File: config.mk
export PLATFORM = sky130hd
export DESIGN_NAME = rfet_timer
export DESIGN_NICKNAME = d
export VERILOG_FILES = /design/src/logic/rfet_timer.v
export VERILOG_INCLUDE_DIRS = /design/src /design/src/logic
export SDC_FILE = /design/constraint.sdc
export NUM_CORES = 1
export LEC_CHECK = 0
export BUFFER_PORTS_ARGS = -buffer_cell sky130_fd_sc_hd__buf_2
export CAP_MARGIN = 10
export CORE_MARGIN = 2
export CORE_UTILIZATION = 45
export CTS_CLUSTER_DIAMETER = 30
export DETAILED_ROUTE_END_ITERATION = 8
export PLACE_DENSITY = 0.7
export SYNTH_ARGS = -nofsm -noshare
export SYNTH_HDL_FRONTEND = slang
export SYNTH_SLANG_ARGS = --single-unit
File: constraint.sdc
create_clock -name pclk -period 2.2 [get_ports pclk]
set_clock_uncertainty 0.05 [all_clocks]
set_input_delay 0.44 -clock pclk [delete_from_list [all_inputs] [get_ports pclk]]
set_output_delay 0.44 -clock pclk [all_outputs]
set_load 0.1 [all_outputs]
File: src/logic/rfet_consts.vh
// register map, field positions and reset values of the rf event timer pair
`ifndef RFET_CONSTS_VH
`define RFET_CONSTS_VH

// ----------------------------------------------------------------
// register indices (byte address is four times the index)
// ----------------------------------------------------------------
`define RFET_IDX_PRESET0 8'h0b
`define RFET_IDX_PRESET1 8'h0c
`define RFET_IDX_CFG0 8'h0e
`define RFET_IDX_CFG1 8'h0f
`define RFET_IDX_STATE0 8'h20
`define RFET_IDX_STATE1 8'h21

// ----------------------------------------------------------------
// configuration fields
// ----------------------------------------------------------------
`define RFET_CFG_W 21
`define RFET_BIT_ON 0
`define RFET_BIT_RELOAD 1
`define RFET_BIT_SRC 2
`define RFET_SEL_LO 3
`define RFET_SEL_HI 5
`define RFET_BIT_NOW 6
`define RFET_LAUNCH_OWN_OFF 7
`define RFET_LAUNCH_OWN_ON 8
`define RFET_LAUNCH_EXT_GONE 9
`define RFET_LAUNCH_EXT_PRESENT 10
`define RFET_LAUNCH_TX_END 11
`define RFET_LAUNCH_TX_BEGIN 12
`define RFET_LAUNCH_RX_END 13
`define RFET_LAUNCH_RX_BEGIN 14
`define RFET_HALT_OWN_OFF 15
`define RFET_HALT_OWN_ON 16
`define RFET_HALT_EXT_GONE 17
`define RFET_HALT_EXT_PRESENT 18
`define RFET_HALT_TX_BEGIN 19
`define RFET_HALT_RX_BEGIN 20

// ----------------------------------------------------------------
// state register fields and reset values
// ----------------------------------------------------------------
`define RFET_BIT_RUNNING 20
`define RFET_CFG_RESET 21'h00000
`define RFET_PRESET_RESET 20'h00000
`define RFET_PRESC_W 8

`endif

File: src/logic/rfet_timer.v
// two event-driven down-counting timers with apb configuration registers
//
// Register access over APB was left to the implementer.
`timescale 1ns/1ps
`include "rfet_consts.vh"

// Function
// clock-source bit 0: count on every contactless interface clock tick
// clock-source bit 1: count on the prescaler output chosen by divider select
// divider select bits 5:3 halve the rate per step, 6.78 MHz down to 53 kHz
// without auto reload an expired timer stops and holds zero
// with auto reload an expired timer reloads its preset and keeps counting
// bit 0 enables the timer; only an enabled timer obeys launch and halt
// bit 20 halts the timer once a reception's first four bits arrived
// bit 19 halts the timer when a transmission begins
// bits 18 and 17 halt on external field appearing or vanishing
// bits 16 and 15 halt on own field switched on or off
// bit 14 launches the timer when the first received bit arrives
// bit 13 launches the timer when a reception ends
// bits 12 and 11 launch on transmission begin or end
// bits 10 and 9 launch on external field appearing or vanishing
// bits 8 and 7 launch on own field switched on or off
// bit 6 launches the timer at once
// each timer holds a 20-bit software-written preset value
// two independent timers with identical field layout
// launch loads the preset before counting; halt freezes the count
module rfet_timer #(
   parameter CNT_W = 20,
   parameter ADDR_W = 12
) (
   // clock, reset, clock enable
   input wire pclk,
   input wire presetn,
   input wire pce,
   // apb slave
   input wire psel,
   input wire penable,
   input wire pwrite,
   input wire [ADDR_W-1:0] paddr,
   input wire [31:0] pwdata,
   input wire [3:0] pstrb,
   output reg [31:0] prdata,
   output reg pready,
   output reg pslverr,
   // contactless interface clock tick, one pclk pulse per 13.56 MHz period
   input wire contactless_interface_clock,
   // rf and transfer events, one-cycle pulses
   input wire receive_begin,
   input wire receive_nibble_done,
   input wire receive_end,
   input wire transmit_begin,
   input wire transmit_end,
   input wire external_field_present,
   input wire external_field_gone,
   input wire own_field_on,
   input wire own_field_off,
   // timer state
   output reg [1:0] timer_running,
   output reg [1:0] timer_expired
);

   // ----------------------------------------------------------------
   // helper functions
   // ----------------------------------------------------------------

   // prescaler strobe: low sel+1 bits of the tick count all ones
   function presc_hit;
      input [`RFET_PRESC_W-1:0] cnt;
      input [2:0] sel;
      integer i;
      begin
         presc_hit = 1'b1;
         for (i = 0; i < `RFET_PRESC_W; i = i + 1) begin
            if ((i <= sel) && !cnt[i]) begin
               presc_hit = 1'b0;
            end
         end
      end
   endfunction

   // index of the addressed register word
   function [7:0] word_index;
      input [ADDR_W-1:0] addr;
      begin
         word_index = addr[9:2];
      end
   endfunction

   // register index of a timer's configuration word
   function [7:0] cfg_index;
      input integer tn;
      begin
         cfg_index = (tn == 0) ? `RFET_IDX_CFG0 : `RFET_IDX_CFG1;
      end
   endfunction

   // register index of a timer's preset word
   function [7:0] preset_index;
      input integer tn;
      begin
         preset_index = (tn == 0) ? `RFET_IDX_PRESET0 : `RFET_IDX_PRESET1;
      end
   endfunction

   // ----------------------------------------------------------------
   // run states of each timer
   // ----------------------------------------------------------------
   // one-hot, so a stray code falls back to idle through the default arm
   localparam [1:0] ST_IDLE = 2'h1;
   localparam [1:0] ST_COUNT = 2'h2;

   // ----------------------------------------------------------------
   // apb access decode
   // ----------------------------------------------------------------
   wire setup_phase;
   wire access_done;
   wire wr_done;
   wire [7:0] idx;
   reg [31:0] next_prdata;
   reg next_pslverr;

   assign setup_phase = psel & ~penable & ~pready;
   assign access_done = psel & penable & pready;
   // a write lands at the access edge, and only when no error was flagged
   assign wr_done = access_done & pwrite & ~pslverr;
   assign idx = word_index(paddr);

   // misaligned byte addresses count as unmapped
   wire addr_aligned;
   assign addr_aligned = (paddr[1:0] == 2'b00) && (paddr[ADDR_W-1:10] == {(ADDR_W-10){1'b0}});

   // ----------------------------------------------------------------
   // shared prescaler
   // ----------------------------------------------------------------
   // one counter serves both timers, so two timers on the same divider
   // tick together; the phase is not reset by a launch, so the first
   // prescaled step lands anywhere within one divided period
   // ticks that arrive while pce is low are lost, not queued
   reg [`RFET_PRESC_W-1:0] presc_cnt;

   always @(posedge pclk or negedge presetn) begin
      if (!presetn) begin
         presc_cnt <= {`RFET_PRESC_W{1'b0}};
      end else if (pce && contactless_interface_clock) begin
         presc_cnt <= presc_cnt + 1'b1;
      end
   end

   // ----------------------------------------------------------------
   // per-timer logic
   // ----------------------------------------------------------------
   genvar t;
   generate
      for (t = 0; t < 2; t = t + 1) begin : tmr
         // each copy owns its registers, decode and counter; only prescaler and bus are shared
         reg [`RFET_CFG_W-1:0] cfg;
         reg [CNT_W-1:0] preset;
         reg [CNT_W-1:0] cnt;
         reg [1:0] state;
         wire running;
         wire stop_now;
         wire expire_now;
         wire cfg_wr;
         wire preset_wr;
         wire step;
         wire launch;
         wire halt;
         wire now_launch;
         reg [`RFET_CFG_W-1:0] next_cfg;
         reg [CNT_W-1:0] next_preset;

         // ----------------------------------------------------------------
         // register write strobes and byte-lane merge
         // ----------------------------------------------------------------
         assign cfg_wr = wr_done && (idx == cfg_index(t));
         assign preset_wr = wr_done && (idx == preset_index(t));

         // byte-lane merge of the register writes
         always @* begin
            next_cfg = cfg;
            next_preset = preset;
            if (pstrb[0]) begin
               next_cfg[7:0] = pwdata[7:0];
               next_preset[7:0] = pwdata[7:0];
            end
            if (pstrb[1]) begin
               next_cfg[15:8] = pwdata[15:8];
               next_preset[15:8] = pwdata[15:8];
            end
            if (pstrb[2]) begin
               next_cfg[20:16] = pwdata[20:16];
               next_preset[CNT_W-1:16] = pwdata[CNT_W-1:16];
            end
         end

         always @(posedge pclk or negedge presetn) begin
            if (!presetn) begin
               cfg <= `RFET_CFG_RESET;
               preset <= `RFET_PRESET_RESET;
            end else if (pce) begin
               if (cfg_wr) begin
                  cfg <= next_cfg;
               end
               if (preset_wr) begin
                  preset <= next_preset;
               end
            end
         end

         // ----------------------------------------------------------------
         // counting strobe
         // ----------------------------------------------------------------
         // counting strobe: direct tick or prescaled tick
         assign step = contactless_interface_clock &
            (~cfg[`RFET_BIT_SRC] |
             presc_hit(presc_cnt, cfg[`RFET_SEL_HI:`RFET_SEL_LO]));

         // ----------------------------------------------------------------
         // launch and halt decode
         // ----------------------------------------------------------------
         // immediate launch acts on the value being written
         assign now_launch = cfg_wr && next_cfg[`RFET_BIT_NOW] && next_cfg[`RFET_BIT_ON];

         assign launch = now_launch | (cfg[`RFET_BIT_ON] & (
            (cfg[`RFET_LAUNCH_RX_BEGIN] & receive_begin) |
            (cfg[`RFET_LAUNCH_RX_END] & receive_end) |
            (cfg[`RFET_LAUNCH_TX_BEGIN] & transmit_begin) |
            (cfg[`RFET_LAUNCH_TX_END] & transmit_end) |
            (cfg[`RFET_LAUNCH_EXT_PRESENT] & external_field_present) |
            (cfg[`RFET_LAUNCH_EXT_GONE] & external_field_gone) |
            (cfg[`RFET_LAUNCH_OWN_ON] & own_field_on) |
            (cfg[`RFET_LAUNCH_OWN_OFF] & own_field_off)));

         assign halt = cfg[`RFET_BIT_ON] & (
            (cfg[`RFET_HALT_RX_BEGIN] & receive_nibble_done) |
            (cfg[`RFET_HALT_TX_BEGIN] & transmit_begin) |
            (cfg[`RFET_HALT_EXT_PRESENT] & external_field_present) |
            (cfg[`RFET_HALT_EXT_GONE] & external_field_gone) |
            (cfg[`RFET_HALT_OWN_ON] & own_field_on) |
            (cfg[`RFET_HALT_OWN_OFF] & own_field_off));

         // a write that clears the on bit stops the timer like a halt event
         assign stop_now = halt | (cfg_wr & ~next_cfg[`RFET_BIT_ON]);
         // the step that finds one or zero left expires, so a preset of n gives n steps and a preset of zero gives one
         assign expire_now = ~launch & ~stop_now & running & step & (cnt <= {{(CNT_W-1){1'b0}}, 1'b1});
         assign running = (state == ST_COUNT);

         // ----------------------------------------------------------------
         // counter and run state
         // ----------------------------------------------------------------
         // launch wins over a halt in the same cycle
         always @(posedge pclk or negedge presetn) begin
            if (!presetn) begin
               cnt <= {CNT_W{1'b0}};
               state <= ST_IDLE;
            end else if (pce) begin
               case (state)
                  ST_IDLE: begin
                     if (launch) begin
                        cnt <= preset;
                        state <= ST_COUNT;
                     end
                  end
                  ST_COUNT: begin
                     if (launch) begin
                        cnt <= preset;
                     end else if (stop_now) begin
                        state <= ST_IDLE;
                     end else if (expire_now) begin
                        if (cfg[`RFET_BIT_RELOAD]) begin
                           cnt <= preset;
                        end else begin
                           cnt <= {CNT_W{1'b0}};
                           state <= ST_IDLE;
                        end
                     end else if (step) begin
                        cnt <= cnt - 1'b1;
                     end
                  end
                  default: begin
                     state <= ST_IDLE;
                  end
               endcase
            end
         end
      end
   endgenerate

   // ----------------------------------------------------------------
   // timer state outputs
   // ----------------------------------------------------------------
   // one process drives both bits; flags trail the internal state by one cycle
   always @(posedge pclk or negedge presetn) begin
      if (!presetn) begin
         timer_running <= 2'h0;
         timer_expired <= 2'h0;
      end else if (pce) begin
         timer_running <= {tmr[1].running, tmr[0].running};
         timer_expired <= {tmr[1].expire_now, tmr[0].expire_now};
      end
   end

   // ----------------------------------------------------------------
   // read mux and unmapped detection
   // ----------------------------------------------------------------
   // state words are read only; a write to them is dropped without an error
   always @* begin
      next_prdata = 32'h00000000;
      next_pslverr = 1'b0;
      if (!addr_aligned) begin
         next_pslverr = 1'b1;
      end else if (idx == `RFET_IDX_PRESET0) begin
         next_prdata[CNT_W-1:0] = tmr[0].preset;
      end else if (idx == `RFET_IDX_PRESET1) begin
         next_prdata[CNT_W-1:0] = tmr[1].preset;
      end else if (idx == `RFET_IDX_CFG0) begin
         next_prdata[`RFET_CFG_W-1:0] = tmr[0].cfg;
      end else if (idx == `RFET_IDX_CFG1) begin
         next_prdata[`RFET_CFG_W-1:0] = tmr[1].cfg;
      end else if (idx == `RFET_IDX_STATE0) begin
         next_prdata[CNT_W-1:0] = tmr[0].cnt;
         next_prdata[`RFET_BIT_RUNNING] = tmr[0].running;
      end else if (idx == `RFET_IDX_STATE1) begin
         next_prdata[CNT_W-1:0] = tmr[1].cnt;
         next_prdata[`RFET_BIT_RUNNING] = tmr[1].running;
      end else begin
         next_pslverr = 1'b1;
      end
   end

   // ----------------------------------------------------------------
   // apb answer: ready in the first access cycle, no wait states
   // ----------------------------------------------------------------
   // read data is captured at the end of setup; a state register read
   // shows the count as it stood then, one cycle before the access edge
   always @(posedge pclk or negedge presetn) begin
      if (!presetn) begin
         pready <= 1'b0;
         pslverr <= 1'b0;
         prdata <= 32'h00000000;
      end else if (pce) begin
         if (setup_phase) begin
            pready <= 1'b1;
            pslverr <= next_pslverr;
            prdata <= pwrite ? 32'h00000000 : next_prdata;
         end else if (access_done) begin
            pready <= 1'b0;
            pslverr <= 1'b0;
            prdata <= 32'h00000000;
         end
      end
   end

endmodule

# Word-level counts from Yosys, hierarchy flattened
# Index checks and enable logic that the tools add are counted.
op_classes:
  n_addsub: 3
  magnitude_cmp: 16
  eq_ne: 22
  mux: 65
  n_bitwise: 91
  reduce_logical: 55
ops:
  columns: ["cell", "count"]
  rows:
  - ["two-way mux 20 bit", 14]
  - ["two-way mux 21 bit", 6]
  - ["case mux 20 bit (2 select lines)", 2]
  - ["two-way mux 32 bit", 2]
  - ["AND 1 bit", 50]
  - ["less-or-equal comparator 20 x 1 -> 1 bit, second input constant", 2]
  - ["subtractor 20 x 1 -> 20 bit, second input constant", 2]
  - ["AND reduction 3 bit", 12]
  - ["== test 8 x 4 -> 1 bit, second input constant", 4]
  - ["OR 1 bit", 30]
  - ["two-way mux 1 bit", 27]
  - ["less-or-equal comparator 3 bit, first input constant", 8]
  - ["logical AND 1 bit", 24]
  - ["two-way mux 2 bit", 10]
  - ["AND reduction 5 bit", 4]
  - ["== test 8 x 6 -> 1 bit, second input constant", 2]
  - ["two-way mux 7 bit", 2]
  - ["less-or-equal comparator 2 x 3 -> 1 bit, first input constant", 4]
  - ["inequality test 3 x 2 -> 1 bit, second input constant", 4]
  - ["inverter 1 bit", 11]
  - ["adder 8 x 1 -> 8 bit, second input constant", 1]
  - ["inequality test 2 bit, second input constant", 4]
  - ["inequality test 4 x 1 -> 1 bit, second input constant", 2]
  - ["case mux 2 bit (2 select lines)", 2]
  - ["other kinds (8)", 23]
totals:
  ff_bits: 172
  inputBits: 64
  output_inout_bits: 38
  word_cells: 276

# Depth between registers and ports, before layout
# Gate-level depths: netlist of the first run.
logic_depth:
  depth_word: 19
  mapped_depth: 9
  ltp_nobuf: 8

# Worst setup path after synthesis of the first run
# OpenSTA, ideal clock, no wires.
synth_timing:
  path_kind: "register to register"
  startpoint: "reg pready"
  endpoint: "reg tmr[0].cnt[3]"
  setup_ns: 0.133
  t_arrival_ns: 2.762
  t_required_ns: 2.017
  setup_slack_ns: -0.745
  stages_incl_launch_ff: 10
  n_path_buf: 2
  period_less_slack_ns: 2.945
  cell_sequence: "dfrtp_1 -> nand4_1 -> or4b_4 -> o31ai_4 -> nor2_2 -> a31o_1 -> buf_6 -> buf_6 -> a32oi_1 -> o22ai_1"
synth_between:
  elab_chain_cells: 16
  word_cells_on_any_way: 23
  classes_between: "eq/ne (3); mux (4); bitwise (12); reduce/logical (4)"
synth_rtl:
  columns: ["item", "line", "text"]
  rows:
  - ["start: declaration", "rfet_timer.v:43", "output reg pready,"]
  - ["start signal: assignment", "rfet_timer.v:338", "pready <= 1'b0;"]
  - ["start signal: assignment", "rfet_timer.v:343", "pready <= 1'b1;"]
  - ["start signal: assignment", "rfet_timer.v:347", "pready <= 1'b0;"]
  - ["AND 1 bit (*)", "rfet_timer.v:123", "assign access_done = psel & penable & pready;"]
  - ["AND 1 bit (*) (2 in series)", "rfet_timer.v:125", "assign wr_done = access_done & pwrite & ~pslverr;"]
  - ["logical AND 1 bit (*)", "rfet_timer.v:175", "assign cfg_wr = wr_done && (idx == cfg_index(t));"]
  - ["logical AND 1 bit (2 in series)", "rfet_timer.v:222", "assign now_launch = cfg_wr && next_cfg[`RFET_BIT_NOW] && next_cfg[`RFET_BIT_ON];"]
  - ["OR 1 bit", "rfet_timer.v:224", "assign launch = now_launch | (cfg[`RFET_BIT_ON] & ("]
  - ["inverter 1 bit", "rfet_timer.v:245", "assign expire_now = ~launch & ~stop_now & running & step & (cnt <= {{(CNT_W-1){1'b0}}, 1'b1});"]
  - ["AND 1 bit (4 in series)", "rfet_timer.v:245", null]
  - ["two-way mux 20 bit", "rfet_timer.v:269", "end else if (expire_now) begin"]
  - ["two-way mux 20 bit", "rfet_timer.v:267", "end else if (stop_now) begin"]
  - ["two-way mux 20 bit", "rfet_timer.v:265", "if (launch) begin"]
  - ["case mux 20 bit (2 select lines)", "rfet_timer.v:257", "case (state)"]
  - ["end signal: assignment", "rfet_timer.v:260", "cnt <= preset;"]
  - ["end signal: assignment", "rfet_timer.v:266", "cnt <= preset;"]
  - ["end signal: assignment", "rfet_timer.v:271", "cnt <= preset;"]
  - ["end: declaration", "rfet_timer.v:158", "reg [CNT_W-1:0] cnt;"]
# Every way passes the cells marked *; elsewhere a longest branch is shown, timed or not. The select of a mux whose other input is x is not followed.
# A chain may end at the register's enable or synchronous reset.

# Worst setup path in the final report of the first run
layout_timing:
  startpoint: "reg tmr[0].cfg[14]"
  endpoint: "reg tmr[0].cnt[11]"
layout_between:
  elab_chain_cells: 19
  word_cells_on_any_way: 23
  classes_between: "eq/ne (3); mux (4); bitwise (15); reduce/logical (1)"
layout_rtl:
  columns: ["item", "line", "text"]
  rows:
  - ["start: declaration", "rfet_timer.v:156", "reg [`RFET_CFG_W-1:0] cfg;"]
  - ["start signal: assignment", "rfet_timer.v:198", "cfg <= `RFET_CFG_RESET;"]
  - ["start signal: assignment", "rfet_timer.v:202", "cfg <= next_cfg;"]
  - ["AND 1 bit (*)", "rfet_timer.v:225", "(cfg[`RFET_LAUNCH_RX_BEGIN] & receive_begin) |"]
  - ["OR 1 bit (*) (7 in series)", "rfet_timer.v:225", null]
  - ["AND 1 bit (*)", "rfet_timer.v:224", null]
  - ["OR 1 bit (*)", "rfet_timer.v:224", null]
  - ["inverter 1 bit", "rfet_timer.v:245", null]
  - ["AND 1 bit (4 in series)", "rfet_timer.v:245", null]
  - ["two-way mux 20 bit", "rfet_timer.v:269", null]
  - ["two-way mux 20 bit", "rfet_timer.v:267", null]
  - ["two-way mux 20 bit", "rfet_timer.v:265", null]
  - ["case mux 20 bit (2 select lines)", "rfet_timer.v:257", null]
# Marks and branches as above.

==> results of run 1 <==
## kinds of logic after synthesis
logic type      Yosys count  synth area share [%]
simple gates            217                  13.0
fa+ha+maj                 9                  1.29
compound gates          245                  18.9
other cells               1                0.0428
mux                     113                  15.0
xor+xnor                  7                 0.700
flops                   161                  46.0
buf+inv                  98                  5.04
## synthesized netlist by cell type, drive strengths merged (10+ instances only)
library cell / count / area, um^2
nor2: 46 / 178
clkbuf: 23 / 86.3
a21oi: 51 / 255
nor3: 24 / 120
dfrtp: 159 / 3980
a22oi: 38 / 285
o22ai: 45 / 288
nand3: 12 / 60.1
mux2: 83 / 935
o221ai: 11 / 96.3
nor2b: 10 / 62.6
nand2: 58 / 218
nor4: 14 / 115
o21ai: 38 / 190
buf: 27 / 175
inv: 47 / 176
mux2i: 24 / 240
nand4: 12 / 75.1
## cell type report
type | instances | area [um^2]
Clock buffer | 21 | 470
Tap cell | 265 | 332
Multi-Input combinational cell | 604 | 4920
Fill cell | 1407 | 6660
Timing Repair Buffer | 300 | 2540
Sequential cell | 161 | 4040
Inverter | 48 | 180
Clock inverter | 11 | 129
## sequential cells by signal, indices dropped and copies added, names as in the netlist
signal / count
timer_expired: 2
timer_running: 2
tmr.cfg: 42
tmr.preset: 40
pready: 1
presc_cnt: 8
tmr.cnt: 40
pslverr: 1
prdata: 21
tmr.state: 4
## worst paths after layout
check,from,endpoint,slack (ns),depth (start not counted)
max in group asynchronous,presetn,tmr[1].preset[15],0.94,3
max,tmr[0].cfg[14],tmr[0].cnt[11],-0.40,11
min in group asynchronous,presetn,timer_running[1],0.46,2
min reg2reg,prdata[6],prdata[6],0.42,2
min,pwdata[20],tmr[0].cfg[20],0.20,2
max reg2reg,tmr[0].cfg[14],tmr[0].cnt[11],-0.40,11
## report_power, final
part	total, uW	leakage, uW	internal (uW)	switching [uW]
Sequential	3330	0.00216	3160	172
Combinational	1830	0.00332	736	1090
Clock	3060	0.000278	1770	1290
## what timing repair did
item	CTS	global route
buffers inserted	19	13
endpoints found under the hold margin	43	0
setup endpoints to repair	89	106
pin swaps	23	30
gates resized for setup	58	74
hold buffers	1	0
cloned	6	8
## per-stage QoR
step / setup TNS (ns) / cells / setup slack (ns) / total power, uW / hold WS, ns
finish: -14.06 / 1410 / -0.405 / 8210 / 0.203
global route: -17.15 / 1410 / -0.486 / 8450 / 0.202
CTS: -12.85 / 1394 / -0.332 / 7960 / 0.199
detailed placement: -36.87 / 1337 / -0.616 / 4920 / 0.365
global placement: -33.11 / 1337 / -0.557 / 4870 / 0.363
floorplan: -13.63 / 861 / -0.409 / 4120 / 0.0944
## metal layers
layer | track usage, % | up-vias | wire length [um]
li1 | - | 3773 | -
met1 | 41.6 | 4480 | 13100
met2 | 48.1 | 662 | 15600
met3 | 4.57 | 167 | 3000
met4 | 11.4 | 0 | 1810
met5 | 0 | - | 0
## critical path, stage by stage (launching register included)
cell and delay, ns:
dfrtp_1 0.41, a22oi_1 0.24, a41oi_2 0.22, a31oi_2 0.30, buf_4 0.18, nand2_1 0.10
buf_12 0.17, buf_4 0.16, buf_12 0.14, nor4_1 0.34, a21oi_1 0.08, o22ai_1 0.13
==> metrics.cfg, run 1 <==
[cts]
path_clk_slew_ns=0.07
clock_latency_ns=0.44
clkSinkCount=161
cts_tree=done
cts_made_buffers=17
root_buffer=clkbuf_16
cts_buffer_depth=2
htreeDepth=4

[timing]
setup_viol_count_final=53
period_needed_ns=2.60
worstMarginPinSlew_ns=0.852
max_freq_mhz=384
setup_slack_ns=-0.405
hold_viol_final=0
grt_setup_unrepaired=true
slew_headroom_pct=43.2
fin_crit_sh_pct=118
slew_violations=0

[floorplanning]
io_pins=102
placementRows=51
die_h_um=144
dieWidth_um=144
dieArea_mm2=0.0206
coreArea_mm2=0.0193
initial_core_util_pct=45.4

[power]
p_leak_uw=0.00576
ir_drop_mv=0.607
pwr_density_cell_mw_per_mm2=652

[run_status]
violations=negative setup slack
status=complete, but fails checks

[setup_path]
cp-start-kind=register
path_class=register to register
worstPathMaxFanout=7
cp.required_ns=2.50
cp-end-kind=register
critPathArrivalTime_ns=2.91

[finish]
area_delta_synth_final_pct=44.0
layout_common_cells=buf_4 (177), dfrtp_1 (157), mux2_2 (83)
finalNetCount=1205
antenna_cells=0
fin_util_pct=65.4
final_area_mm2=0.0126
drive_gt1_share_pct=46.9
final_common_cell=buf_4

[global_routing]
antenna_found_initial=0
grt_pass1_vias=8275
grt_max_degree=49
gr-total-overflow=0
grt_pass1_wl_um=46900
track_usage_pct=30.1

[synth]
synth_area_per_cell_um2=10.3
yosysWarnings=0
ys_ff_latch=161
synth_edf_count=0
synthCells=851
synthesis.area_mm2=0.00876
async_reset_ff_share_pct=100
yosysSeqAreaShare_pct=46.0
yosysUniqueCellTypes=71
synth_flop_cell=dfrtp_1

[place]
place_hpwl_um=21600
port_buffers=78
gp_congestion=0.947
place_area_mm2=0.0108

[route]
antenna_left=0
drt-vias-per-instance=6.44
drt_first_pass_iters=7
drc=0
finalWirelength_um=33600
drt-initial-drc-count=1222
post_drt_wl_per_cell_um=23.8
vias=9082

[worst_hold_path]
hold_path.class=primary input to register

[flow_run]
cap_violations=0

No activity file was read; power rests on OpenSTA's default activity.
==> inputs of run 2 (changes only) <==
SKIP_CTS_REPAIR_TIMING = 1   (was unset)
==> run 2 against run 1 <==
Against the previous run: the run still ends with negative setup slack left; utilization decreased by 2.2 points; clock power about the same; worst hold slack gained 0.0015 ns; final cell count shrank 1.5%; sequential share of layout area grew 1.1 points; via count fell by 4.9%; count of clock-buffer cells in the layout unchanged.
==> metrics.cfg, run 2 (synthesis results as in run 1) <==
[run_status]
status=complete, but fails checks
violations=negative setup slack

[global_routing]
gr-total-overflow=0
grt_pass1_wl_um=44100
grt_pass1_vias=7836
grt_max_degree=49
track_usage_pct=28.3
antenna_found_initial=1

[timing]
hold_viol_final=0
setup_viol_count_final=46
period_needed_ns=2.68
max_freq_mhz=373
slew_headroom_pct=44.5
setup_slack_ns=-0.480
grt_setup_unrepaired=true
fin_crit_sh_pct=122
slew_violations=0
worstMarginPinSlew_ns=0.832

[power]
p_sw_uw=2460
p_leak_uw=0.00556
ir_drop_mv=0.617
pwr_density_cell_mw_per_mm2=664
switching_share_pct=30.4
pwr-share-seq_pct=41.1
clockPowerShare_pct=37.7
combPwrFrac_pct=21.3
power_uw=8080
p_int_uw=5630

[setup_path]
cp.required_ns=2.47
critPathArrivalTime_ns=2.95
worstPathMaxFanout=5
cp-end-kind=register
cp-start-kind=register
path_class=register to register

[route]
drt_first_pass_iters=6
drc=0
antenna_left=0
finalWirelength_um=30900
drt-initial-drc-count=1048
post_drt_wl_per_cell_um=22.2
drt-vias-per-instance=6.22
vias=8641

[cts]
cts_made_buffers=17
clock_latency_ns=0.44
cts_buffer_depth=2
clkSinkCount=161
root_buffer=clkbuf_16
path_clk_slew_ns=0.07
cts_tree=done
htreeDepth=4

[finish]
largest_register_ffs=42
layout_common_cells=buf_4 (173), dfrtp_1 (157), mux2_2 (83)
drive_gt1_share_pct=44.2
area_delta_synth_final_pct=39.1
top_regs=tmr.cfg (42), tmr.cnt (40), tmr.preset (40)
top_register=tmr.cfg
final_common_cell=buf_4
finalNetCount=1183

[floorplanning]
dieArea_mm2=0.0206
coreArea_mm2=0.0193
initial_core_util_pct=45.4
dieWidth_um=144
io_pins=102
placementRows=51
die_h_um=144

[place]
dp_slack_ns=-0.616
place_hpwl_um=21600
gp_congestion=0.947
port_buffers=78

[flow_run]
cap_violations=0

[worst_hold_path]
hold_path.class=primary input to register

-- run 2: cell count changes in the layout (fill, tap and decap cells not counted), moves of 2 or more --
cell and change:
buf_16 -4, o21ai_1 +2, a211oi_2 -2, buf_6 -7, o22ai_2 -5, buf_12 -5, o22ai_1 +5, nor2_2 -4
a21oi_1 +5, a21oi_2 -4, nor2_4 +3, nor4_2 -2, buf_4 -4, clkbuf_16 -2
-- run 2: area by class of cell --
cell class                 count  area [um^2]
tap                          265          332
inverter                      48          180
clock inverter                11          129
fill                        1488         7090
multi-input combinational    604         4860
antenna                        1         2.50
clock buffer                  21          470
sequential                   161         4040
timing repair buffer         278         2170
-- run 2: final timing paths --
check / slack [ns] / to / startpoint / cells past startpoint
worst min-delay path: 0.20 / tmr[0].cfg[20] / pwdata[20] / 2
min in group asynchronous: 0.46 / timer_running[1] / presetn / 2
worst max-delay path: -0.48 / tmr[0].cnt[17] / tmr[0].cnt[8] / 9
worst max register to register: -0.48 / tmr[0].cnt[17] / tmr[0].cnt[8] / 9
max in group asynchronous: 0.93 / tmr[1].preset[15] / presetn / 3
worst min register to register: 0.42 / prdata[6] / prdata[6] / 2
-- run 2: metrics by stage --
stage                     hold slack (ns)  TNS, ns  util [%]  cell area [um^2]  instances
after floorplan                    0.0944   -13.63         -              8850        861
after global routing                0.200   -20.65      63.2             12200       1388
after CTS                         -0.0906   -18.45      59.4             11400       1369
after global placement              0.363   -33.11      56.3             10800       1337
after detailed placement            0.365   -36.87      56.3             10800       1337
final                               0.205   -17.13      63.2             12200       1389
-- run 2: power groups by stage --
stage | combinational, uW | sequential (uW) | clock [uW]
5_1_grt | 1820 | 3330 | 3180
3_5_place_dp | 1560 | 3360 | 0
2_1_floorplan | 667 | 3450 | 0
6_report | 1720 | 3320 | 3040
3_3_place_gp | 1520 | 3350 | 0
4_1_cts | 1570 | 3310 | 3040
-- run 2: routing by layer --
layer  GRT usage [%]  vias to the layer above  wire length [um]
li1                -                     3743                 -
met1            40.4                     4256             12400
met2            44.3                      526             14400
met3            4.60                      116              2860
met4            8.98                        0              1300
met5               0                        -                 0
-- run 2: critical path: stages (launching register included) --
cell	delay, ns
dfrtp_1	0.38
or4_4	0.56
nor4_4	0.32
o2111a_1	0.30
nor3b_4	0.34
buf_6	0.18
buf_12	0.12
nor3_4	0.04
a22oi_2	0.16
o21ai_1	0.09
